--- src/lcs_defs.svh ---
// Constants for the common scan driver: lengths, level codes, buffer sizes
`ifndef LCS_DEFS_SVH
`define LCS_DEFS_SVH

// Scan chain geometry
`define LCS_CHAIN_LEN   80
`define LCS_NUM_OUTS    160
`define LCS_DRV_W       320

// Two-bit drive level codes, one per common output
`define LCS_LVL_ONE     2'h0
`define LCS_LVL_TWO     2'h1
`define LCS_LVL_FIVE    2'h2
`define LCS_LVL_LOWEST  2'h3

// Scan event buffer: word is {direction, chain a bit, chain b bit}
`define LCS_FIFO_W      3
`define LCS_FIFO_DEPTH  8
`define LCS_FW_DIR      2
`define LCS_FW_A        1
`define LCS_FW_B        0

`endif

--- src/lcs_pkg.sv ---
// Types shared by the common scan driver modules
`include "lcs_defs.svh"

package lcs_pkg;

   typedef logic [1:0] lcs_level_t;

   // Whole state of the scan driver top
   typedef struct packed {
      logic                         scan_prev;
      logic [`LCS_CHAIN_LEN-1:0]    chain_a;
      logic [`LCS_CHAIN_LEN-1:0]    chain_b;
      logic [`LCS_DRV_W-1:0]        drive;
      logic                         a_lo_out;
      logic                         a_lo_oe;
      logic                         a_hi_out;
      logic                         a_hi_oe;
      logic                         b_lo_out;
      logic                         b_lo_oe;
      logic                         b_hi_out;
      logic                         b_hi_oe;
      logic                         ready;
   } lcs_state_t;

endpackage

--- src/lcs_fifo_if.sv ---
// Handshake bundle between the scan driver and its event buffer
`timescale 1ns/1ps
`include "lcs_defs.svh"

interface lcs_fifo_if;
   logic                    push_valid;
   logic                    push_ready;
   logic [`LCS_FIFO_W-1:0]  push_data;
   logic                    pop_valid;
   logic                    pop_ready;
   logic [`LCS_FIFO_W-1:0]  pop_data;

   modport src (
      output push_valid,
      output push_data,
      output pop_ready,
      input  push_ready,
      input  pop_valid,
      input  pop_data
   );

   modport buf_side (
      input  push_valid,
      input  push_data,
      input  pop_ready,
      output push_ready,
      output pop_valid,
      output pop_data
   );
endinterface

--- src/lcs_fifo.sv ---
// Small flip-flop FIFO holding captured scan events
`timescale 1ns/1ps
`include "lcs_defs.svh"

module lcs_fifo #(
   parameter int WIDTH = `LCS_FIFO_W,
   parameter int DEPTH = `LCS_FIFO_DEPTH
) (
   input  wire logic    i_mclk,
   input  wire logic    i_rst,
   lcs_fifo_if.buf_side io
);
   localparam int AW = $clog2(DEPTH);
   localparam int CW = $clog2(DEPTH + 1);

   typedef struct packed {
      logic [DEPTH-1:0][WIDTH-1:0] mem;
      logic [AW-1:0]               wp;
      logic [AW-1:0]               rp;
      logic [CW-1:0]               cnt;
   } lcs_fifo_state_t;

   lcs_fifo_state_t st_r;
   lcs_fifo_state_t st_nxt;
   logic            push_fire;
   logic            pop_fire;

   // Honest flags straight from the count
   assign io.push_ready = (st_r.cnt != CW'(DEPTH));
   assign io.pop_valid  = (st_r.cnt != '0);
   assign io.pop_data   = st_r.mem[st_r.rp];
   assign push_fire     = io.push_valid & io.push_ready;
   assign pop_fire      = io.pop_valid & io.pop_ready;

   // Pointer and count update; simultaneous push and pop keeps count
   always_comb begin
      st_nxt = st_r;
      if (push_fire) begin
         st_nxt.mem[st_r.wp] = io.push_data;
         st_nxt.wp = (st_r.wp == AW'(DEPTH - 1)) ? '0 : st_r.wp + AW'(1);
      end
      if (pop_fire) begin
         st_nxt.rp = (st_r.rp == AW'(DEPTH - 1)) ? '0 : st_r.rp + AW'(1);
      end
      if (push_fire && !pop_fire) begin
         st_nxt.cnt = st_r.cnt + CW'(1);
      end else if (pop_fire && !push_fire) begin
         st_nxt.cnt = st_r.cnt - CW'(1);
      end
   end

   // State register
   always_ff @(posedge i_mclk) begin
      if (i_rst) begin
         st_r <= '0;
      end else begin
         st_r <= st_nxt;
      end
   end

   fifo_bound_a: assert property (@(posedge i_mclk) disable iff (i_rst) st_r.cnt <= CW'(DEPTH))
      else $error("fifo count above depth");

endmodule

--- src/lcs_scan_driver.sv ---
// Common scan driver core: two 80-bit scan chains and 4-level output select
`timescale 1ns/1ps
`include "lcs_defs.svh"

//////////////////////////////////////////////////////////////////////////////
// Summary of operation
// - Two independent 80-bit scan chains
// - Chains advance on scan clock falling edge
// - Direction low: low end in, high out
// - Direction high: high end in, low out
// - One scan clock shifts both chains together
// - Blank low forces all outputs level one
// - Phase and bit pick the level otherwise
// - One bit per output, four levels
module lcs_scan_driver
   import lcs_pkg::*;
(
   input  wire logic                    i_mclk,
   input  wire logic                    i_rst,
   input  wire logic                    i_scan_clk,
   input  wire logic                    i_shift_dir_sel,
   input  wire logic                    i_ac_phase_in,
   input  wire logic                    i_blank_n,
   input  wire logic                    i_shift_hold,
   input  wire logic                    i_chain_a_low_end,
   output logic                         o_chain_a_low_end,
   output logic                         o_chain_a_low_end_oe,
   input  wire logic                    i_chain_a_high_end,
   output logic                         o_chain_a_high_end,
   output logic                         o_chain_a_high_end_oe,
   input  wire logic                    i_chain_b_low_end,
   output logic                         o_chain_b_low_end,
   output logic                         o_chain_b_low_end_oe,
   input  wire logic                    i_chain_b_high_end,
   output logic                         o_chain_b_high_end,
   output logic                         o_chain_b_high_end_oe,
   output logic                         o_scan_ready,
   output logic [`LCS_DRV_W-1:0]        o_common_drive_out
);

   //////////////////////////////////////////////////////////////////////////
   // Level selection

   // Map one chain bit plus phase and blank onto a level code
   function automatic lcs_level_t lvl_sel(input logic bit_v, input logic phase, input logic blank_n);
      lcs_level_t lvl;
      lvl = `LCS_LVL_ONE;
      if (blank_n) begin
         // phase and bit table
         // Select levels for a set bit, non-select levels for a clear one
         unique case ({phase, bit_v})
            2'h0: lvl = `LCS_LVL_TWO;
            2'h1: lvl = `LCS_LVL_LOWEST;
            2'h2: lvl = `LCS_LVL_FIVE;
            2'h3: lvl = `LCS_LVL_ONE;
         endcase
      end
      return lvl;
   endfunction

   //////////////////////////////////////////////////////////////////////////
   // Declarations

   lcs_state_t st_r;
   lcs_state_t st_nxt;
   lcs_fifo_if fq ();
   logic       scan_fall;
   logic       pop_fire;
   logic       pop_dir;
   logic       pop_a;
   logic       pop_b;

   //////////////////////////////////////////////////////////////////////////
   // Event capture and buffer

   // scan clock falling edge
   // Falling edge of the scan clock, sampled as a plain input
   // Limitation: each scan clock level must last at least one mclk
   assign scan_fall = st_r.scan_prev & ~i_scan_clk;

   // Capture the entry bit from whichever end the direction makes an input
   assign fq.push_valid = scan_fall;
   assign fq.push_data  = {i_shift_dir_sel,
                           i_shift_dir_sel ? i_chain_a_high_end : i_chain_a_low_end,
                           i_shift_dir_sel ? i_chain_b_high_end : i_chain_b_low_end};

   // Hold lets the shifter stall; the buffer then fills and warns upstream
   assign fq.pop_ready = ~i_shift_hold;
   assign pop_fire     = fq.pop_valid & fq.pop_ready;
   assign pop_dir      = fq.pop_data[`LCS_FW_DIR];
   assign pop_a        = fq.pop_data[`LCS_FW_A];
   assign pop_b        = fq.pop_data[`LCS_FW_B];

   // Eight-deep buffer rides out a held shifter; deeper only costs flops
   lcs_fifo #(
      .WIDTH (`LCS_FIFO_W),
      .DEPTH (`LCS_FIFO_DEPTH)
   ) u_fifo (
      .i_mclk (i_mclk),
      .i_rst  (i_rst),
      .io     (fq)
   );

   //////////////////////////////////////////////////////////////////////////
   // Next state

   always_comb begin
      st_nxt = st_r;
      st_nxt.scan_prev = i_scan_clk;
      st_nxt.ready     = fq.push_ready;
      // shared shift event
      // One popped event moves both chains in the same cycle
      // two 80-bit chains
      if (pop_fire) begin
         if (!pop_dir) begin
            st_nxt.chain_a = {st_r.chain_a[`LCS_CHAIN_LEN-2:0], pop_a};
            st_nxt.chain_b = {st_r.chain_b[`LCS_CHAIN_LEN-2:0], pop_b};
         end else begin
            st_nxt.chain_a = {pop_a, st_r.chain_a[`LCS_CHAIN_LEN-1:1]};
            st_nxt.chain_b = {pop_b, st_r.chain_b[`LCS_CHAIN_LEN-1:1]};
         end
      end
      // cascade end pins
      // Far end shows the last bit; enables follow the live direction pin
      st_nxt.a_hi_out = st_nxt.chain_a[`LCS_CHAIN_LEN-1];
      st_nxt.b_hi_out = st_nxt.chain_b[`LCS_CHAIN_LEN-1];
      st_nxt.a_lo_out = st_nxt.chain_a[0];
      st_nxt.b_lo_out = st_nxt.chain_b[0];
      st_nxt.a_hi_oe  = ~i_shift_dir_sel;
      st_nxt.b_hi_oe  = ~i_shift_dir_sel;
      st_nxt.a_lo_oe  = i_shift_dir_sel;
      st_nxt.b_lo_oe  = i_shift_dir_sel;
      // one code per bit
      // Level codes follow the chain state one cycle later
      for (int k = 0; k < `LCS_CHAIN_LEN; k++) begin
         st_nxt.drive[2*k +: 2] = lvl_sel(st_r.chain_a[k], i_ac_phase_in, i_blank_n);
         st_nxt.drive[2*(k+`LCS_CHAIN_LEN) +: 2] = lvl_sel(st_r.chain_b[k], i_ac_phase_in, i_blank_n);
      end
   end

   //////////////////////////////////////////////////////////////////////////
   // State register

   // Chains start clear; reset loads level one codes, then outputs idle at non-select levels one cycle later
   always_ff @(posedge i_mclk) begin
      if (i_rst) begin
         st_r <= '0;
      end else begin
         st_r <= st_nxt;
      end
   end

   //////////////////////////////////////////////////////////////////////////
   // Outputs, all from the state register
   // Registered pins keep decode glitches off the cascade and level shifters

   assign o_chain_a_low_end     = st_r.a_lo_out;
   assign o_chain_a_low_end_oe  = st_r.a_lo_oe;
   assign o_chain_a_high_end    = st_r.a_hi_out;
   assign o_chain_a_high_end_oe = st_r.a_hi_oe;
   assign o_chain_b_low_end     = st_r.b_lo_out;
   assign o_chain_b_low_end_oe  = st_r.b_lo_oe;
   assign o_chain_b_high_end    = st_r.b_hi_out;
   assign o_chain_b_high_end_oe = st_r.b_hi_oe;
   assign o_scan_ready          = st_r.ready;
   assign o_common_drive_out    = st_r.drive;

   //////////////////////////////////////////////////////////////////////////
   // Checks

   shift_up_a: assert property (@(posedge i_mclk) disable iff (i_rst)
      pop_fire && !pop_dir |=> st_r.chain_a == {$past(st_r.chain_a[78:0]), $past(pop_a)})
      else $error("upward shift of chain a wrong");

   shift_down_a: assert property (@(posedge i_mclk) disable iff (i_rst)
      pop_fire && pop_dir |=> st_r.chain_b == {$past(pop_b), $past(st_r.chain_b[79:1])})
      else $error("downward shift of chain b wrong");

   chain_hold_a: assert property (@(posedge i_mclk) disable iff (i_rst)
      !pop_fire |=> $stable(st_r.chain_a) && $stable(st_r.chain_b))
      else $error("chain moved without scan event");

   joint_shift_a: assert property (@(posedge i_mclk) disable iff (i_rst)
      pop_fire && !pop_dir |=> st_r.chain_b[0] == $past(pop_b) && st_r.chain_a[0] == $past(pop_a))
      else $error("chains did not shift together");

   blank_force_a: assert property (@(posedge i_mclk) disable iff (i_rst)
      !i_blank_n |=> o_common_drive_out == {`LCS_NUM_OUTS{`LCS_LVL_ONE}})
      else $error("blanking did not force level one");

   level_table_a: assert property (@(posedge i_mclk) disable iff (i_rst)
      i_blank_n && !i_ac_phase_in && st_r.chain_a[0] |=> o_common_drive_out[1:0] == `LCS_LVL_LOWEST)
      else $error("phase low bit high not lowest level");

   nonsel_level_a: assert property (@(posedge i_mclk) disable iff (i_rst)
      i_blank_n && i_ac_phase_in && !st_r.chain_b[79] |=> o_common_drive_out[319:318] == `LCS_LVL_FIVE)
      else $error("phase high bit low not level five");

   bit_map_a: assert property (@(posedge i_mclk) disable iff (i_rst)
      i_blank_n && !i_ac_phase_in ##1 i_blank_n && !i_ac_phase_in
      |-> o_common_drive_out[41:40] == ($past(st_r.chain_a[20]) ? `LCS_LVL_LOWEST : `LCS_LVL_TWO))
      else $error("output 20 does not follow its chain bit");

   far_end_a: assert property (@(posedge i_mclk) disable iff (i_rst)
      ##1 o_chain_a_high_end == st_r.chain_a[79] && o_chain_b_low_end == st_r.chain_b[0])
      else $error("chain end pin not last bit");

   chain_b_up_a: assert property (@(posedge i_mclk) disable iff (i_rst)
      pop_fire && !pop_dir |=> st_r.chain_b == {$past(st_r.chain_b[78:0]), $past(pop_b)})
      else $error("upward shift of chain b wrong");

   chain_a_down_a: assert property (@(posedge i_mclk) disable iff (i_rst)
      pop_fire && pop_dir |=> st_r.chain_a == {$past(pop_a), $past(st_r.chain_a[79:1])})
      else $error("downward shift of chain a wrong");

   // high ends drive when direction low
   high_end_oe_a: assert property (@(posedge i_mclk) disable iff (i_rst)
      1'b1 |=> o_chain_a_high_end_oe == !$past(i_shift_dir_sel)
               && o_chain_b_high_end_oe == !$past(i_shift_dir_sel))
      else $error("high end enable does not follow direction");

   // low ends drive when direction high
   low_end_oe_a: assert property (@(posedge i_mclk) disable iff (i_rst)
      1'b1 |=> o_chain_a_low_end_oe == $past(i_shift_dir_sel)
               && o_chain_b_low_end_oe == $past(i_shift_dir_sel))
      else $error("low end enable does not follow direction");

   cascade_end_a: assert property (@(posedge i_mclk) disable iff (i_rst)
      ##1 o_chain_a_low_end == st_r.chain_a[0] && o_chain_b_high_end == st_r.chain_b[79])
      else $error("cascade pin not chain end bit");

   level_two_a: assert property (@(posedge i_mclk) disable iff (i_rst)
      i_blank_n && !i_ac_phase_in && !st_r.chain_a[0] |=> o_common_drive_out[1:0] == `LCS_LVL_TWO)
      else $error("phase low bit low not level two");

   level_one_a: assert property (@(posedge i_mclk) disable iff (i_rst)
      i_blank_n && i_ac_phase_in && st_r.chain_b[1] |=> o_common_drive_out[163:162] == `LCS_LVL_ONE)
      else $error("phase high bit high not level one");

   level_low_b_a: assert property (@(posedge i_mclk) disable iff (i_rst)
      i_blank_n && !i_ac_phase_in && st_r.chain_b[79] |=> o_common_drive_out[319:318] == `LCS_LVL_LOWEST)
      else $error("last output not lowest level");

   level_five_a: assert property (@(posedge i_mclk) disable iff (i_rst)
      i_blank_n && i_ac_phase_in && !st_r.chain_a[78] |=> o_common_drive_out[157:156] == `LCS_LVL_FIVE)
      else $error("output 78 not level five");

   bit_map_b_a: assert property (@(posedge i_mclk) disable iff (i_rst)
      i_blank_n && i_ac_phase_in ##1 i_blank_n && i_ac_phase_in
      |-> o_common_drive_out[201:200] == ($past(st_r.chain_b[20]) ? `LCS_LVL_ONE : `LCS_LVL_FIVE))
      else $error("output 100 does not follow its chain bit");

   // codes follow only their inputs
   // Reset leaves stale history, so the first cycle after it is skipped
   drive_steady_a: assert property (@(posedge i_mclk) disable iff (i_rst)
      !$past(i_rst) && $stable(st_r.chain_a) && $stable(st_r.chain_b) && $stable(i_ac_phase_in)
      && $stable(i_blank_n) |=> $stable(o_common_drive_out))
      else $error("drive codes moved with steady inputs");

   hold_still_a: assert property (@(posedge i_mclk) disable iff (i_rst)
      i_shift_hold |=> $stable(st_r.chain_a) && $stable(st_r.chain_b))
      else $error("chain moved while held");

   event_pop_a: assert property (@(posedge i_mclk) disable iff (i_rst)
      scan_fall && !fq.pop_valid ##1 !i_shift_hold |-> pop_fire)
      else $error("scan event not taken promptly");

   full_warn_a: assert property (@(posedge i_mclk) disable iff (i_rst)
      !fq.push_ready |=> !o_scan_ready)
      else $error("ready high with buffer full");

   // Main scenarios
   cov_shift_up: cover property (@(posedge i_mclk) disable iff (i_rst) pop_fire && !pop_dir);
   cov_shift_down: cover property (@(posedge i_mclk) disable iff (i_rst) pop_fire && pop_dir);
   cov_full: cover property (@(posedge i_mclk) disable iff (i_rst) !fq.push_ready && scan_fall);
   cov_blank: cover property (@(posedge i_mclk) disable iff (i_rst) !i_blank_n ##1 i_blank_n);
   cov_hold: cover property (@(posedge i_mclk) disable iff (i_rst) i_shift_hold && scan_fall);

endmodule

--- config.mk ---
export PLATFORM = sky130hd
export DESIGN_NAME = lcs_scan_driver
export DESIGN_NICKNAME = d
export VERILOG_FILES = /design/src/lcs_pkg.sv /design/src/lcs_fifo_if.sv /design/src/lcs_fifo.sv /design/src/lcs_scan_driver.sv
export VERILOG_INCLUDE_DIRS = /design/src
export SDC_FILE = /design/constraint.sdc
export NUM_CORES = 1
export LEC_CHECK = 0
export ABC_AREA = 0
export BUFFER_PORTS_ARGS = -buffer_cell sky130_fd_sc_hd__buf_2
export CORE_AREA = 2 2 271 273
export DETAILED_ROUTE_END_ITERATION = 10
export DIE_AREA = 0 0 273 275
export SKIP_LAST_GASP = 1
export SLEW_MARGIN = 20
export SYNTH_ARGS = -nofsm -noshare
export SYNTH_HDL_FRONTEND = slang
export SYNTH_HIERARCHICAL = 1
export SYNTH_SLANG_ARGS = --single-unit
--- constraint.sdc ---
create_clock -name i_mclk -period 10.4 [get_ports i_mclk]
set_clock_uncertainty 0.05 [all_clocks]
set_input_delay 1.56 -clock i_mclk [delete_from_list [all_inputs] [get_ports i_mclk]]
set_output_delay 1.56 -clock i_mclk [all_outputs]
set_load 0.05 [all_outputs]
Yosys cells after proc, flatten, opt, wreduce, memory -nomap -nowiden --
Index checks and enable logic that the tools add are counted.
Cells by class: $lt $le $gt $ge 3, multiplexer cells 173, reductions and logical operators 168, equality and inequality tests 483, $add $sub $neg 4, bitwise logic cells 7
Operators by type and width (number):
- 2-bit case mux with 4 select lines | 160
- 2-bit equality test (second input constant) | 320
- 2-bit by 1-bit equality test with 1-bit output (second input constant) | 160
- 2-bit zero test | 160
- 160-bit two-way mux | 2
- 24-bit bitwise mux | 1
- 3-bit two-way mux | 4
- 3-bit binary-select mux with 3-bit select | 1
- 3-bit demux with 3-bit select | 1
- 3-bit by 4-bit less-than comparator with 1-bit output (second input constant) | 2
- 4-bit two-way mux | 2
- 3-bit by 1-bit adder with 3-bit output (second input constant) | 2
- 3-bit equality test (second input constant) | 2
- 4-bit by 1-bit adder with 4-bit output (second input constant) | 1
- 4-bit != test (second input constant) | 1
- 1-bit NOT | 4
- 4-bit nonzero test | 1
- 4-bit by 1-bit subtractor with 4-bit output (second input constant) | 1
- 1-bit AND | 3
- 3-bit by 1-bit >= comparator with 1-bit output (second input constant) | 1
- 1-bit logical AND | 3
- 1-bit zero test | 2
- 1-bit two-way mux | 2
- 2-bit nonzero test | 1
- 2-bit OR reduction | 1
Storage, ports and cells: output and inout bits 329, input bits 11, register bits 522, word-level logic and storage cells 862

Logic depth before layout (Yosys ltp) --
Gate-level depths: netlist of the first run.
depth in word-level cells 7, depth in mapped cells 11, mapped depth without buffers 11

Cells and area by module --
The synthesis of the first run kept the hierarchy.
Modules (own cells, without submodules):
- lcs_scan_driver | cells an instance 2365, instances 1, area an instance 23446.2 um^2, seq. area each 9689.3 um^2
- lcs_fifo | cells an instance 165, instances 1, area an instance 1666.6 um^2, seq. area each 680.7 um^2

Worst setup path before layout of the first run --
Ideal clock, no wire load.
kind input-to-reg, from input port i_ac_phase_in, to register st_r (netlist bit o_common_drive_out[11]), setup time 0.131 ns, setup slack 1.981 ns, arrival time 8.238 ns, buffers on the path 0, cell stages on the path 3, data required time 10.219 ns, cells stage by stage inv_1 -> ha_1 -> nor3b_1
Between the ends: word-level cells in the longest chain between the ends 2, elaborated cells on any way between the ends 5, classes of those cells eq/ne (3); mux (1); reduce/logical (1)
RTL lines:
- start: declaration | line lcs_scan_driver.sv:22 | input wire logic i_ac_phase_in,
- 2-bit equality test (tied with other cells) | line lcs_scan_driver.sv:51 | unique case ({phase, bit_v})
- 2-bit case mux with 4 select lines (*) | line lcs_scan_driver.sv:51
- end signal: assignment | line lcs_scan_driver.sv:149 | st_r <= st_nxt;
- end: declaration | line lcs_scan_driver.sv:64 | lcs_state_t st_r;
Mark *: on every way between the ends. The rest lies on a longest branch, timed or not. A chain may end at the register's enable or synchronous reset.

Final worst setup path of the first run --
from register u_fifo/st_r[4] in the netlist's numbering, to register st_r[361] in the netlist's numbering
Between the ends: word-level cells in the longest chain between the ends 3
RTL lines:
- start: declaration | line lcs_fifo.sv:23 | lcs_fifo_state_t st_r;
- start signal: assignment | line lcs_fifo.sv:57 | st_r <= st_nxt;
- 3-bit binary-select mux with 3-bit select | line lcs_fifo.sv:31 | assign io.pop_data = st_r.mem[st_r.rp];
- 3-bit two-way mux (implied by the code) | line lcs_fifo.sv:31
- via fq.pop_data[2] | line lcs_fifo_if.sv:11 | logic [`LCS_FIFO_W-1:0] pop_data;
- 160-bit two-way mux | line lcs_scan_driver.sv:115 | if (!pop_dir) begin
The timed path passes the listed nets, and every way through them passes these cells. The select of a mux whose other input is x is not followed.

==> reports/qor.csv, run 1 <==
stage,metric,value,unit
placement,Inst Count DP,3398,
detailed_routing,Via Count,15200,
clock_tree,CTS Hold Buffers Added,0,
final_layout,"most common cell after layout, fill and taps aside",dfxtp_1,
critical_path,"Top cell by count, worst path",buf_4,
synth,syn nets,2869,
final_layout,number of inserted diodes,0,
worst_hold_path,worst hold path type,flop to flop,
placement,GPL Wtd Cong,0.723,
final_layout,multi-input logic area,11000,um^2
flow_run,Max-cap violations,0,
clock_tree,post-CTS sizing,0,
detailed_routing,initial DRC count,577,
critical_path,R2R cell count,6,
detailed_routing,Vias/cell,4.33,
timing,Tmin final,3.70,ns
die,Die H,275,um
final_layout,Filler cells,7171,
timing,unrepaired setup endpoints after global routing,false,
placement,DPL Wire Length,31500,um
die,FP Rows,99,
critical_path,CP Class,flop to flop,
grt,pin count of the biggest net entering global routing,128,
synth,synthesis-stage register bit count,518,
synth,warnings from Yosys,6,
detailed_routing,DR WL/cell,13.7,um
worst_hold_path,hold path endpoint,u_fifo/st_r[9]$_SDFFE_PP0P_,
final_layout,"commonest cells after routing, fill and taps aside","518 x dfxtp_1, 511 x nor2_1, 338 x buf_2",
status,status,"finished, final reports clean",
die,die area,75100,um^2
timing,maximum clock rate,0.270,GHz
timing,max-slew violations,0,
clock_tree,CTS Buf Count,59,
power_and_ir_drop,P per Cell Area,271,nW/um^2
synth,post-synthesis sequential area ratio,41.3,%
final_layout,"Design Area, Final",27200,um^2
die,I/O Pins,340,
critical_path,reg2reg start,u_fifo/st_r[4]$_SDFFE_PP0P_,
final_layout,register area,10400,um^2
synth,synthesized area per cell,9.93,um^2
timing,Fin Setup TNS,0,ns
die,Initial Utilization,34.7,%
grt,initial antenna violation count,2,
grt,first-pass GRT wire length,77100,um
critical_path,CP Cell Sequence,"mux4_2, mux2_8, buf_4, buf_4, mux2i_1, a211oi_2",
critical_path,Buffers & Inverters on Critical Path,2,
timing,Final period util,35.6,%
final_layout,Layout Nets,2840,
critical_path,CP startpoint kind,flop,
clock_tree,# Post-CTS Setup Buffers,0,
die,core area,72300,um^2
clock_tree,CTS tree,yes,
power_and_ir_drop,Peak VDD IR,0.000165,V
timing,Slew headroom,28.2,%
critical_path,RR Endpoint,st_r[361]$_SDFFE_PP0P_,
final_layout,Syn-to-layout area delta,8.14,%
placement,Post-DP Area,25000,um^2
critical_path,"Max FO, Critical Path",81,
die,Die X-Extent,273,um
synth,Synth cell types,33,
timing,Final Hold Fails,0,
timing,"Setup violations, final",0,
detailed_routing,router iterations before antenna repair,4,
critical_path,r2r setup slk,6.70,ns
power_and_ir_drop,Final Total Pwr,0.00737,W
detailed_routing,final wirelength,48000,um
synth,Netlist Area Pre-Place,25100,um^2
detailed_routing,DRC violations left,0,
detailed_routing,"antenna viol nets, final",0,
grt,gr ovfl total,0,
grt,vias in the first global route,14500,
worst_hold_path,Worst Min Path Start,u_fifo/st_r[9]$_SDFFE_PP0P_,
final_layout,Final Instance Count excl. Fillers,3511,
power_and_ir_drop,Leak,11.7,nW
critical_path,CP max stage delay,0.71,ns
critical_path,endpoint type of the worst setup path,flop,
critical_path,Critical Path RT,10.80,ns
critical_path,Worst Path Arrival,4.10,ns
clock_tree,Sink Count,518,
clock_tree,worst skew pair latency,0.61,ns
clock_tree,H-Tree Depth,2,
clock_tree,CTS Buffer Depth,3,
critical_path,"CP delay by family, top",buffers and inverters,
timing,Slew @ Worst Pin,1.08,ns
critical_path,Worst path slowest cell,buf_4,
clock_tree,clk slew on worst S/H paths,0.06,ns
clock_tree,root buffer cell,clkbuf_16,
worst_hold_path,worst hold path cell count,2,
placement,PortBufs,339,
critical_path,Levels on crit path,6,
grt,GRT Total Usage,12.4,%
synth,Post-Syn Instances,2530,
final_layout,ratio of cells with drive above 1 in the final layout,20.1,%
==> area by class of cell <==
cell class | count | share of cell area [%]
Clock buffer | 79 | 6.38
Multi-Input combinational cell | 1403 | 40.4
Sequential cell | 518 | 38.2
Clock inverter | 33 | 1.54
Inverter | 165 | 2.31
Timing Repair Buffer | 354 | 6.77
Tap cell | 959 | 4.42
==> stage by stage <==
stage	setup slack [ns]	utilization (%)	hold WS (ns)
3_5_place_dp	5.82	34.5	0.430
5_1_grt	6.33	37.5	0.462
4_1_cts	6.47	37.5	0.438
2_1_floorplan	1.98	-	0.405
6_report	6.70	37.5	0.432
3_3_place_gp	5.84	34.5	0.422
==> cells in the mapped netlist <==
library cell / instances / area share (%)
dfxtp_1: 518 / 41
nor2_1: 511 / 7.6
buf_4: 327 / 9.8
ha_1: 327 / 16
mux2i_1: 185 / 7.4
inv_1: 164 / 2.5
nor3b_1: 160 / 4.8
a211oi_1: 131 / 3.9
buf_2: 74 / 1.5
a211oi_2: 30 / 1.5
clkbuf_1: 24 / 0.36
buf_12: 11 / 0.88
nand2_1: 10 / 0.15
a21oi_1: 8 / 0.16
mux2_2: 6 / 0.27
mux4_2: 6 / 0.54
nor2b_1: 6 / 0.15
buf_1: 5 / 0.075
nand3_1: 5 / 0.10
or4_1: 3 / 0.090
buf_6: 2 / 0.090
nand2b_1: 2 / 0.050
nor3_1: 2 / 0.040
nor4b_2: 2 / 0.12
or3_1: 2 / 0.050
or4b_1: 2 / 0.080
a31oi_1: 1 / 0.025
clkbuf_4: 1 / 0.030
fa_1: 1 / 0.080
inv_2: 1 / 0.015
nor4b_4: 1 / 0.095
xnor2_1: 1 / 0.035
xor2_1: 1 / 0.035
==> registers in the layout, indices dropped and copies added (netlist names) <==
register               count
u_fifo/st_r               34
o_chain_b_high_end_oe      1
o_common_drive_out       320
o_scan_ready               1
o_chain_b_low_end_oe       1
st_r                     161
==> worst max path at each step <==
stage                                            from                           endpoint  slack [ns]
after floorplan                         i_ac_phase_in  o_common_drive_out[11]$_SDFF_PP0_        1.98
after global placement                  i_ac_phase_in   o_common_drive_out[3]$_SDFF_PP0_        5.84
after detailed placement                i_ac_phase_in  o_common_drive_out[27]$_SDFF_PP0_        5.82
after CTS                               i_ac_phase_in   o_common_drive_out[3]$_SDFF_PP0_        6.47
after global routing      u_fifo/st_r[4]$_SDFFE_PP0P_             st_r[343]$_SDFFE_PP0P_        6.33
final                     u_fifo/st_r[4]$_SDFFE_PP0P_             st_r[361]$_SDFFE_PP0P_        6.70
==> where the power goes <==
group	internal, W	total, W	switching, W
registers	0.00242	0.00291	0.000488
clock network	0.00137	0.00224	0.000867
logic	0.000825	0.00223	0.00140
total	0.00461	0.00737	0.00276
==> routing by layer <==
layer | up-vias | global-route usage (%) | part of all wire (%)
met2 | 236 | 20.2 | 45
met3 | 74 | 2.62 | 4.7
met4 | 2 | 3.72 | 2.3
li1 | 7962 | - | -
met5 | - | 0 | 0.027
met1 | 6920 | 16.6 | 48
==> tightest hold or removal path: stages (launching register included) <==
cell and delay (ns):
dfxtp_1 0.33, nand2_1 0.06, a21oi_1 0.05
==> kinds of logic after synthesis <==
group | share of synthesized area [%]
buffers and inverters | 15.1
XOR/XNOR | 0.0698
adder cells (fa/ha/maj) | 16.4
AO/OA/AOI/OAI | 5.60
AND/OR/NAND/NOR | 13.3
flip-flops | 41.3
multiplexers | 8.18
Power figures use the tool's default switching activity.
==> run 2: changes to the inputs <==
--- a/config.mk
+++ b/config.mk
@@ -6,11 +6,11 @@
 export SDC_FILE = /design/constraint.sdc
 export NUM_CORES = 1
 export LEC_CHECK = 0
-export ABC_AREA = 0
+export ABC_AREA = 1
 export BUFFER_PORTS_ARGS = -buffer_cell sky130_fd_sc_hd__buf_2
-export CORE_AREA = 2 2 271 273
+export CORE_AREA = 2 2 280 282
 export DETAILED_ROUTE_END_ITERATION = 10
-export DIE_AREA = 0 0 273 275
+export DIE_AREA = 0 0 282 284
 export SKIP_LAST_GASP = 1
 export SLEW_MARGIN = 20
 export SYNTH_ARGS = -nofsm -noshare
==> constraint.sdc (replaced) <==
create_clock -name i_mclk -period 3.7 [get_ports i_mclk]
set_clock_uncertainty 0.05 [all_clocks]
set_input_delay 0.555 -clock i_mclk [delete_from_list [all_inputs] [get_ports i_mclk]]
set_output_delay 0.555 -clock i_mclk [all_outputs]
set_load 0.05 [all_outputs]
==> reports/qor.csv, run 2 <==
stage,metric,value,unit,change
grt,first-pass GRT wire length,97700,um,+27%
power_and_ir_drop,sw power,0.00905,W,+230%
timing,Tmin final,2.60,ns,-1.10 ns
die,FP Rows,102,,+3.0%
synth,post-synthesis sequential area ratio,38.8,%,-2.5 points
timing,Slew headroom,37.5,%,+9.3 points
final_layout,register area,10400,um^2,unchanged
power_and_ir_drop,switching part of the total power,41.1,%,+3.7 points
synth,"EDFF count, synth",0,,unchanged
power_and_ir_drop,Sequential Power Share,34.5,%,-4.9 points
die,core area,77000,um^2,+6.4%
clock_tree,CTS Buffer Depth,3,,unchanged
power_and_ir_drop,P per Cell Area,754,nW/um^2,+180%
placement,GPL Wtd Cong,0.760,,+5.2%
detailed_routing,final wirelength,60600,um,+26%
timing,Final period util,70.3,%,+35 points
grt,pin count of the biggest net entering global routing,161,,+26%
grt,GRT met3 Usage,2.20,%,-0.42 points
synth,Post-synth top cells,"885 x nand2_1, 696 x nor2_1, 518 x dfxtp_1",,
critical_path,r2r setup slk,1.10,ns,-5.60 ns
grt,busiest grt layer,met2,,
synth,dominant cell type by area after synthesis,dfxtp_1,,
placement,DPL Wire Length,39300,um,+25%
power_and_ir_drop,Final Total Pwr,0.0220,W,+200%
synth,Main synth FF type,dfxtp_1,,
critical_path,Worst Path Arrival,3.07,ns,-1.03 ns
clock_tree,CTS Hold Buffers Added,0,,unchanged
status,status,"finished, final reports clean",,
critical_path,R2R cell count,12,,+6
clock_tree,clk slew on worst S/H paths,0.06,ns,about the same
clock_tree,CTS tree,yes,,
synth,warnings from Yosys,6,,unchanged
die,Die H,284,um,+3.3%
final_layout,Filler cells,7940,,+11%
placement,Post-DP Area,27100,um^2,+8.3%
die,I/O Pins,340,,unchanged
synth,synth top area cells,"dfxtp_1 39%, ha_1 15%, nand2_1 12%",,
grt,vias in the first global route,18500,,+28%
worst_hold_path,worst hold path type,input port to flop,,
detailed_routing,"antenna viol nets, final",0,,unchanged
final_layout,max reg flops,320,,unchanged
final_layout,ratio of cells with drive above 1 in the final layout,14.3,%,-5.7 points
timing,unrepaired setup endpoints after global routing,false,,
grt,GRT Total Usage,14.9,%,+2.5 points
synth,Post-Syn Instances,3505,,+39%
timing,worst setup margin,1.10,ns,-5.60 ns
clock_tree,# Post-CTS Setup Buffers,0,,unchanged
synth,synthesis-stage register bit count,518,,unchanged
power_and_ir_drop,Pint,0.0130,W,+180%
flow_run,Max-cap violations,0,,unchanged
critical_path,CP startpoint kind,flop,,
power_and_ir_drop,Clk pwr share,28.6,%,-1.8 points
final_layout,multi-input logic area,11800,um^2,+7.3%
grt,met1 Track Usage GR,20.2,%,+3.6 points
timing,"Setup violations, final",0,,unchanged
final_layout,"most common cell after layout, fill and taps aside",nand2_1,,
die,Initial Utilization,34.7,%,about the same
detailed_routing,Via Count,19200,,+26%
grt,initial antenna violation count,1,,-1
critical_path,reg2reg start,u_fifo/st_r[0]$_SDFFE_PP0P_,,
die,die area,80100,um^2,+6.7%
timing,maximum clock rate,0.385,GHz,+42%
detailed_routing,Vias/cell,4.20,,-3.0%
clock_tree,worst skew pair latency,0.62,ns,about the same
critical_path,CP Class,flop to flop,,
synth,share of synthesized registers carrying an async set or reset,0,%,unchanged
critical_path,"Max FO, Critical Path",28,,-65%
grt,gr ovfl total,0,,unchanged
detailed_routing,DR WL/cell,13.2,um,-3.2%
synth,Netlist Area Pre-Place,26700,um^2,+6.4%
clock_tree,H-Tree Depth,2,,unchanged
timing,max-slew violations,0,,unchanged
critical_path,RR Endpoint,u_fifo/st_r[3]$_SDFFE_PP0P_,,
critical_path,Critical Path Source,u_fifo/st_r[0]$_SDFFE_PP0P_,,
detailed_routing,DRC violations left,0,,unchanged
die,Die X-Extent,282,um,+3.3%
synth,area fraction of the dominant cell type after synthesis,38.8,%,-2.5 points
timing,Slew @ Worst Pin,0.936,ns,-0.140 ns
critical_path,endpoint type of the worst setup path,flop,,
final_layout,"commonest cells after routing, fill and taps aside","884 x nand2_1, 696 x nor2_1, 518 x dfxtp_1",,
placement,Place WS,0.896,ns,-4.92 ns
grt,M2 GR Usage,25.0,%,+4.8 points
clock_tree,Sink Count,518,,unchanged
power_and_ir_drop,combinational share of power,36.9,%,+6.7 points
final_layout,number of inserted diodes,0,,unchanged
clock_tree,CTS Buf Count,59,,unchanged
power_and_ir_drop,Leak,15.8,nW,+35%
detailed_routing,initial DRC count,929,,+61%
final_layout,Syn-to-layout area delta,9.26,%,
detailed_routing,router iterations before antenna repair,5,,+1
clock_tree,post-CTS sizing,0,,unchanged
timing,Final Hold Fails,0,,unchanged
final_layout,Layout Nets,3826,,+35%
synth,syn nets,3844,,+34%
synth,synthesized area per cell,7.62,um^2,-23%
critical_path,Critical Path RT,4.17,ns,-6.63 ns
placement,PortBufs,339,,unchanged
critical_path,Setup crit end,u_fifo/st_r[3]$_SDFFE_PP0P_,,
power_and_ir_drop,Peak VDD IR,0.000769,V,+370%
final_layout,"Design Area, Final",29200,um^2,+7.5%
clock_tree,root buffer cell,clkbuf_16,,
synth,top-count cell post-synth,nand2_1,,
synth,Synth cell types,26,,-21%
==> run 2: changes by cell type after synthesis, moves of 29 or more <==
cell	change
a211oi_1	-131
a211oi_2	-30
buf_4	+29
inv_1	+222
nor2_1	+185
mux2i_1	-185
nand2_1	+875
==> run 2: power groups by stage <==
stage	Combinational, W	Clock (W)	Sequential (W)
finish	0.00813	0.00629	0.00760
global route	0.00939	0.00671	0.00776
CTS	0.00824	0.00651	0.00761
detailed placement	0.00819	0	0.00772
global placement	0.00811	0	0.00773
floorplan	0.00697	0	0.00744
==> run 2: area by class of cell <==
class / count / share of cell area [%]
clock buffers: 77 / 5.74
clock inverters: 32 / 1.50
inverters: 390 / 5.06
multi-input cells: 2143 / 40.3
flip-flops and latches: 518 / 35.5
well taps: 1040 / 4.46
repair buffers: 375 / 7.38
==> run 2: worst min-delay path by stage <==
stage                                   end                          from  slack [ns]  cells past startpoint
3_3_place_gp    u_fifo/st_r[0]$_SDFFE_PP0P_   u_fifo/st_r[0]$_SDFFE_PP0P_        0.45                      1
3_5_place_dp   u_fifo/st_r[23]$_SDFFE_PP0P_  u_fifo/st_r[23]$_SDFFE_PP0P_        0.45                      4
5_1_grt                st_r[489]$_SDFF_PP0_                    i_scan_clk         0.1                      3
4_1_cts                st_r[489]$_SDFF_PP0_                    i_scan_clk        0.05                      3
6_report               st_r[489]$_SDFF_PP0_                    i_scan_clk        0.10                      3
2_1_floorplan   u_fifo/st_r[0]$_SDFFE_PP0P_   u_fifo/st_r[0]$_SDFFE_PP0P_        0.43                      1
==> run 2: kinds of logic (layout without fill, tap and decap cells) <==
kind of cell             Yosys count  in the layout  synth area share (%)
AND/OR/NAND/NOR                 1781           1781                  27.8
buffers and inverters            844            874                  17.3
flip-flops                       518            518                  38.8
adder cells (fa/ha/maj)          328            328                  15.4
AO/OA/AOI/OAI                     33             33                 0.646
XOR/XNOR                           1              1                0.0328
==> run 2: metrics by stage <==
stage          setup TNS [ns]  hold slack [ns]  utilization [%]  instances
2_1_floorplan         -635.57            0.428                -       3505
3_3_place_gp                0            0.450             35.2       4465
3_5_place_dp                0            0.453             35.2       4465
4_1_cts                     0           0.0486             37.9       4574
5_1_grt                     0           0.0991             37.9       4575
6_report                    0            0.104             37.9       4575
==> run 2: per-layer routing <==
metal	share of wire (%)	routed length [um]
met5	0.020	12
met4	1.8	1120
met3	3.5	2120
met2	46	27800
met1	49	29600
==> run 2: worst max-delay path: stages, from the launching register on <==
cell and delay, ns:
dfxtp_1 0.42, nor2_1 0.10, nand2_2 0.42, nand2_1 0.18
inv_1 0.16, ha_1 0.18, inv_1 0.10, ha_1 0.31
or2_2 0.31, nand3_1 0.09, nand3_1 0.09, nand2_1 0.08
inv_1 0.03
==> run 3: changes to the inputs <==
==> constraint.sdc (replaced) <==
create_clock -name i_mclk -period 2.42 [get_ports i_mclk]
set_clock_uncertainty 0.05 [all_clocks]
set_input_delay 0.363 -clock i_mclk [delete_from_list [all_inputs] [get_ports i_mclk]]
set_output_delay 0.363 -clock i_mclk [all_outputs]
set_load 0.05 [all_outputs]
==> reports/qor.csv, run 3 (synthesis results as in run 2) <==
stage,metric,value,unit,change
critical_path,reg2reg start,u_fifo/st_r[4]$_SDFFE_PP0P_,,
grt,GRT Total Usage,14.8,%,-0.11 points
clock_tree,CTS Buf Count,59,,unchanged
die,Die H,284,um,unchanged
grt,first-pass GRT wire length,97300,um,-0.40%
die,FP Rows,102,,unchanged
final_layout,"commonest cells after routing, fill and taps aside","884 x nand2_1, 696 x nor2_1, 518 x dfxtp_1",,
timing,Tmin final,2.25,ns,-0.348 ns
critical_path,CP startpoint kind,flop,,
clock_tree,# Post-CTS Setup Buffers,0,,unchanged
power_and_ir_drop,Leak,15.9,nW,+0.87%
detailed_routing,DRC violations left,0,,unchanged
timing,worst setup margin,0.168,ns,-0.932 ns
clock_tree,CTS tree,yes,,
placement,Place WS,0.203,ns,-0.693 ns
timing,Slew headroom,48.2,%,+11 points
critical_path,Critical Path RT,2.91,ns,-1.26 ns
die,Die X-Extent,282,um,unchanged
die,Initial Utilization,34.7,%,unchanged
die,die area,80100,um^2,unchanged
final_layout,ratio of cells with drive above 1 in the final layout,14.8,%,+0.49 points
critical_path,"Top cell by count, worst path",nand2_1,,
final_layout,"most common cell after layout, fill and taps aside",nand2_1,,
timing,unrepaired setup endpoints after global routing,true,,
detailed_routing,router iterations before antenna repair,4,,-1
worst_hold_path,Worst Min Path Start,i_rst,,
critical_path,Buffers & Inverters on Critical Path,3,,unchanged
critical_path,"CP delay by family, top",buffers and inverters,,
timing,Slew @ Worst Pin,0.777,ns,-0.160 ns
critical_path,"Max FO, Critical Path",114,,+310%
final_layout,Syn-to-layout area delta,10.3,%,
clock_tree,root buffer cell,clkbuf_16,,
clock_tree,worst skew pair latency,0.61,ns,about the same
critical_path,Critical Path Source,u_fifo/st_r[4]$_SDFFE_PP0P_,,
placement,GPL Wtd Cong,0.761,,+0.13%
grt,gr ovfl total,0,,unchanged
status,status,"finished, final reports clean",,
grt,vias in the first global route,18600,,+0.48%
worst_hold_path,worst hold path type,input port to flop,,
timing,max-slew violations,0,,unchanged
clock_tree,Sink Count,518,,unchanged
critical_path,CP Class,flop to flop,,
critical_path,endpoint type of the worst setup path,flop,,
clock_tree,H-Tree Depth,2,,unchanged
die,I/O Pins,340,,unchanged
placement,PortBufs,339,,unchanged
critical_path,Worst Path Arrival,2.74,ns,-0.33 ns
timing,maximum clock rate,0.444,GHz,+15%
flow_run,Max-cap violations,0,,unchanged
final_layout,Layout Nets,3850,,+0.63%
final_layout,max reg flops,320,,unchanged
critical_path,CP Cell Sequence,"inv_1, a21oi_1, o21ai_0, nand2_1, nand2_1, nand2_4, buf_12, nand2_1, inv_1, nor2_1, nor2_1",,
critical_path,Worst path slowest cell,dfxtp_1,,
die,core area,77000,um^2,unchanged
placement,DPL Wire Length,40900,um,+4.1%
timing,Final Hold Fails,0,,unchanged
critical_path,r2r setup slk,0.17,ns,-0.93 ns
timing,"Setup violations, final",0,,unchanged
detailed_routing,Via Count,19300,,+0.72%
grt,initial antenna violation count,0,,-1
placement,Post-DP Area,27400,um^2,+1.1%
clock_tree,CTS Buffer Depth,3,,unchanged
clock_tree,clk slew on worst S/H paths,0.06,ns,about the same
final_layout,number of inserted diodes,0,,unchanged
power_and_ir_drop,P per Cell Area,1150,nW/um^2,+52%
detailed_routing,Vias/cell,4.20,,+0.15%
power_and_ir_drop,Peak VDD IR,0.000818,V,+6.4%
grt,pin count of the biggest net entering global routing,115,,-29%
detailed_routing,DR WL/cell,13.0,um,-1.5%
critical_path,CP max stage delay,0.53,ns,+0.11 ns
detailed_routing,final wirelength,60000,um,-0.92%
final_layout,"Design Area, Final",29500,um^2,+0.96%
detailed_routing,"antenna viol nets, final",0,,unchanged
timing,Final period util,93.1,%,+23 points
detailed_routing,initial DRC count,942,,+1.4%
-- run 3: through the flow --
stage	hold WS (ns)	total power [W]	utilization, %	setup TNS (ns)	std cells
floorplan	0.380	0.0220	-	-983.73	3505
global placement	0.449	0.0245	35.5	0	4488
detailed placement	0.445	0.0246	35.5	0	4488
CTS	0.00755	0.0343	38.3	0	4601
global route	0.0232	0.0366	38.3	-0.0146	4601
finish	0.0400	0.0338	38.3	0	4601
-- run 3: path summary, 6_finish.rpt --
check / endpoint / cells after the start
max reg2reg: st_r[354]$_SDFFE_PP0P_ / 11
max: st_r[354]$_SDFFE_PP0P_ / 11
min: o_chain_b_high_end_oe$_SDFF_PP0_ / 2
min reg2reg: u_fifo/st_r[12]$_SDFFE_PP0P_ / 4
-- run 3: final cells by class --
cell class | count | area [um^2]
fillers | 8011 | 47500
multi-input cells | 2143 | 11800
flip-flops and latches | 518 | 10400
repair buffers | 399 | 2450
clock buffers | 84 | 1750
inverters | 390 | 1480
well taps | 1040 | 1300
clock inverters | 27 | 340
-- run 3: layer usage --
layer	up-vias	global-route usage (%)	share of wire, %
met3	98	2.25	3.9
met1	8704	19.7	48
met2	313	24.5	45
met4	0	4.72	3.0
li1	10200	-	-
met5	-	0	0
-- run 3: worst reg2reg max path, cell delays in order (launching register included) --
cell     delay [ns]
dfxtp_1        0.53
inv_1          0.16
a21oi_1        0.16
o21ai_0        0.09
nand2_1        0.06
nand2_1        0.08
nand2_4        0.11
buf_12         0.33
nand2_1        0.41
inv_1          0.08
nor2_1         0.04
nor2_1         0.08
-- run 3: where the power goes --
group | total [W] | internal [W] | switching (W)
sequential | 0.0116 | 0.0102 | 0.00146
combinational | 0.0127 | 0.00403 | 0.00865
clock | 0.00948 | 0.00571 | 0.00378
total | 0.0338 | 0.0199 | 0.0139
-- run 3: timing repair --
| action | in CTS | in global routing |
|---|---|---|
| hold endpoints to repair | 3 | 0 |
| resized for setup | 0 | 1 |
| hold buffers | 2 | 0 |
| setup endpoints to repair | 0 | 87 |
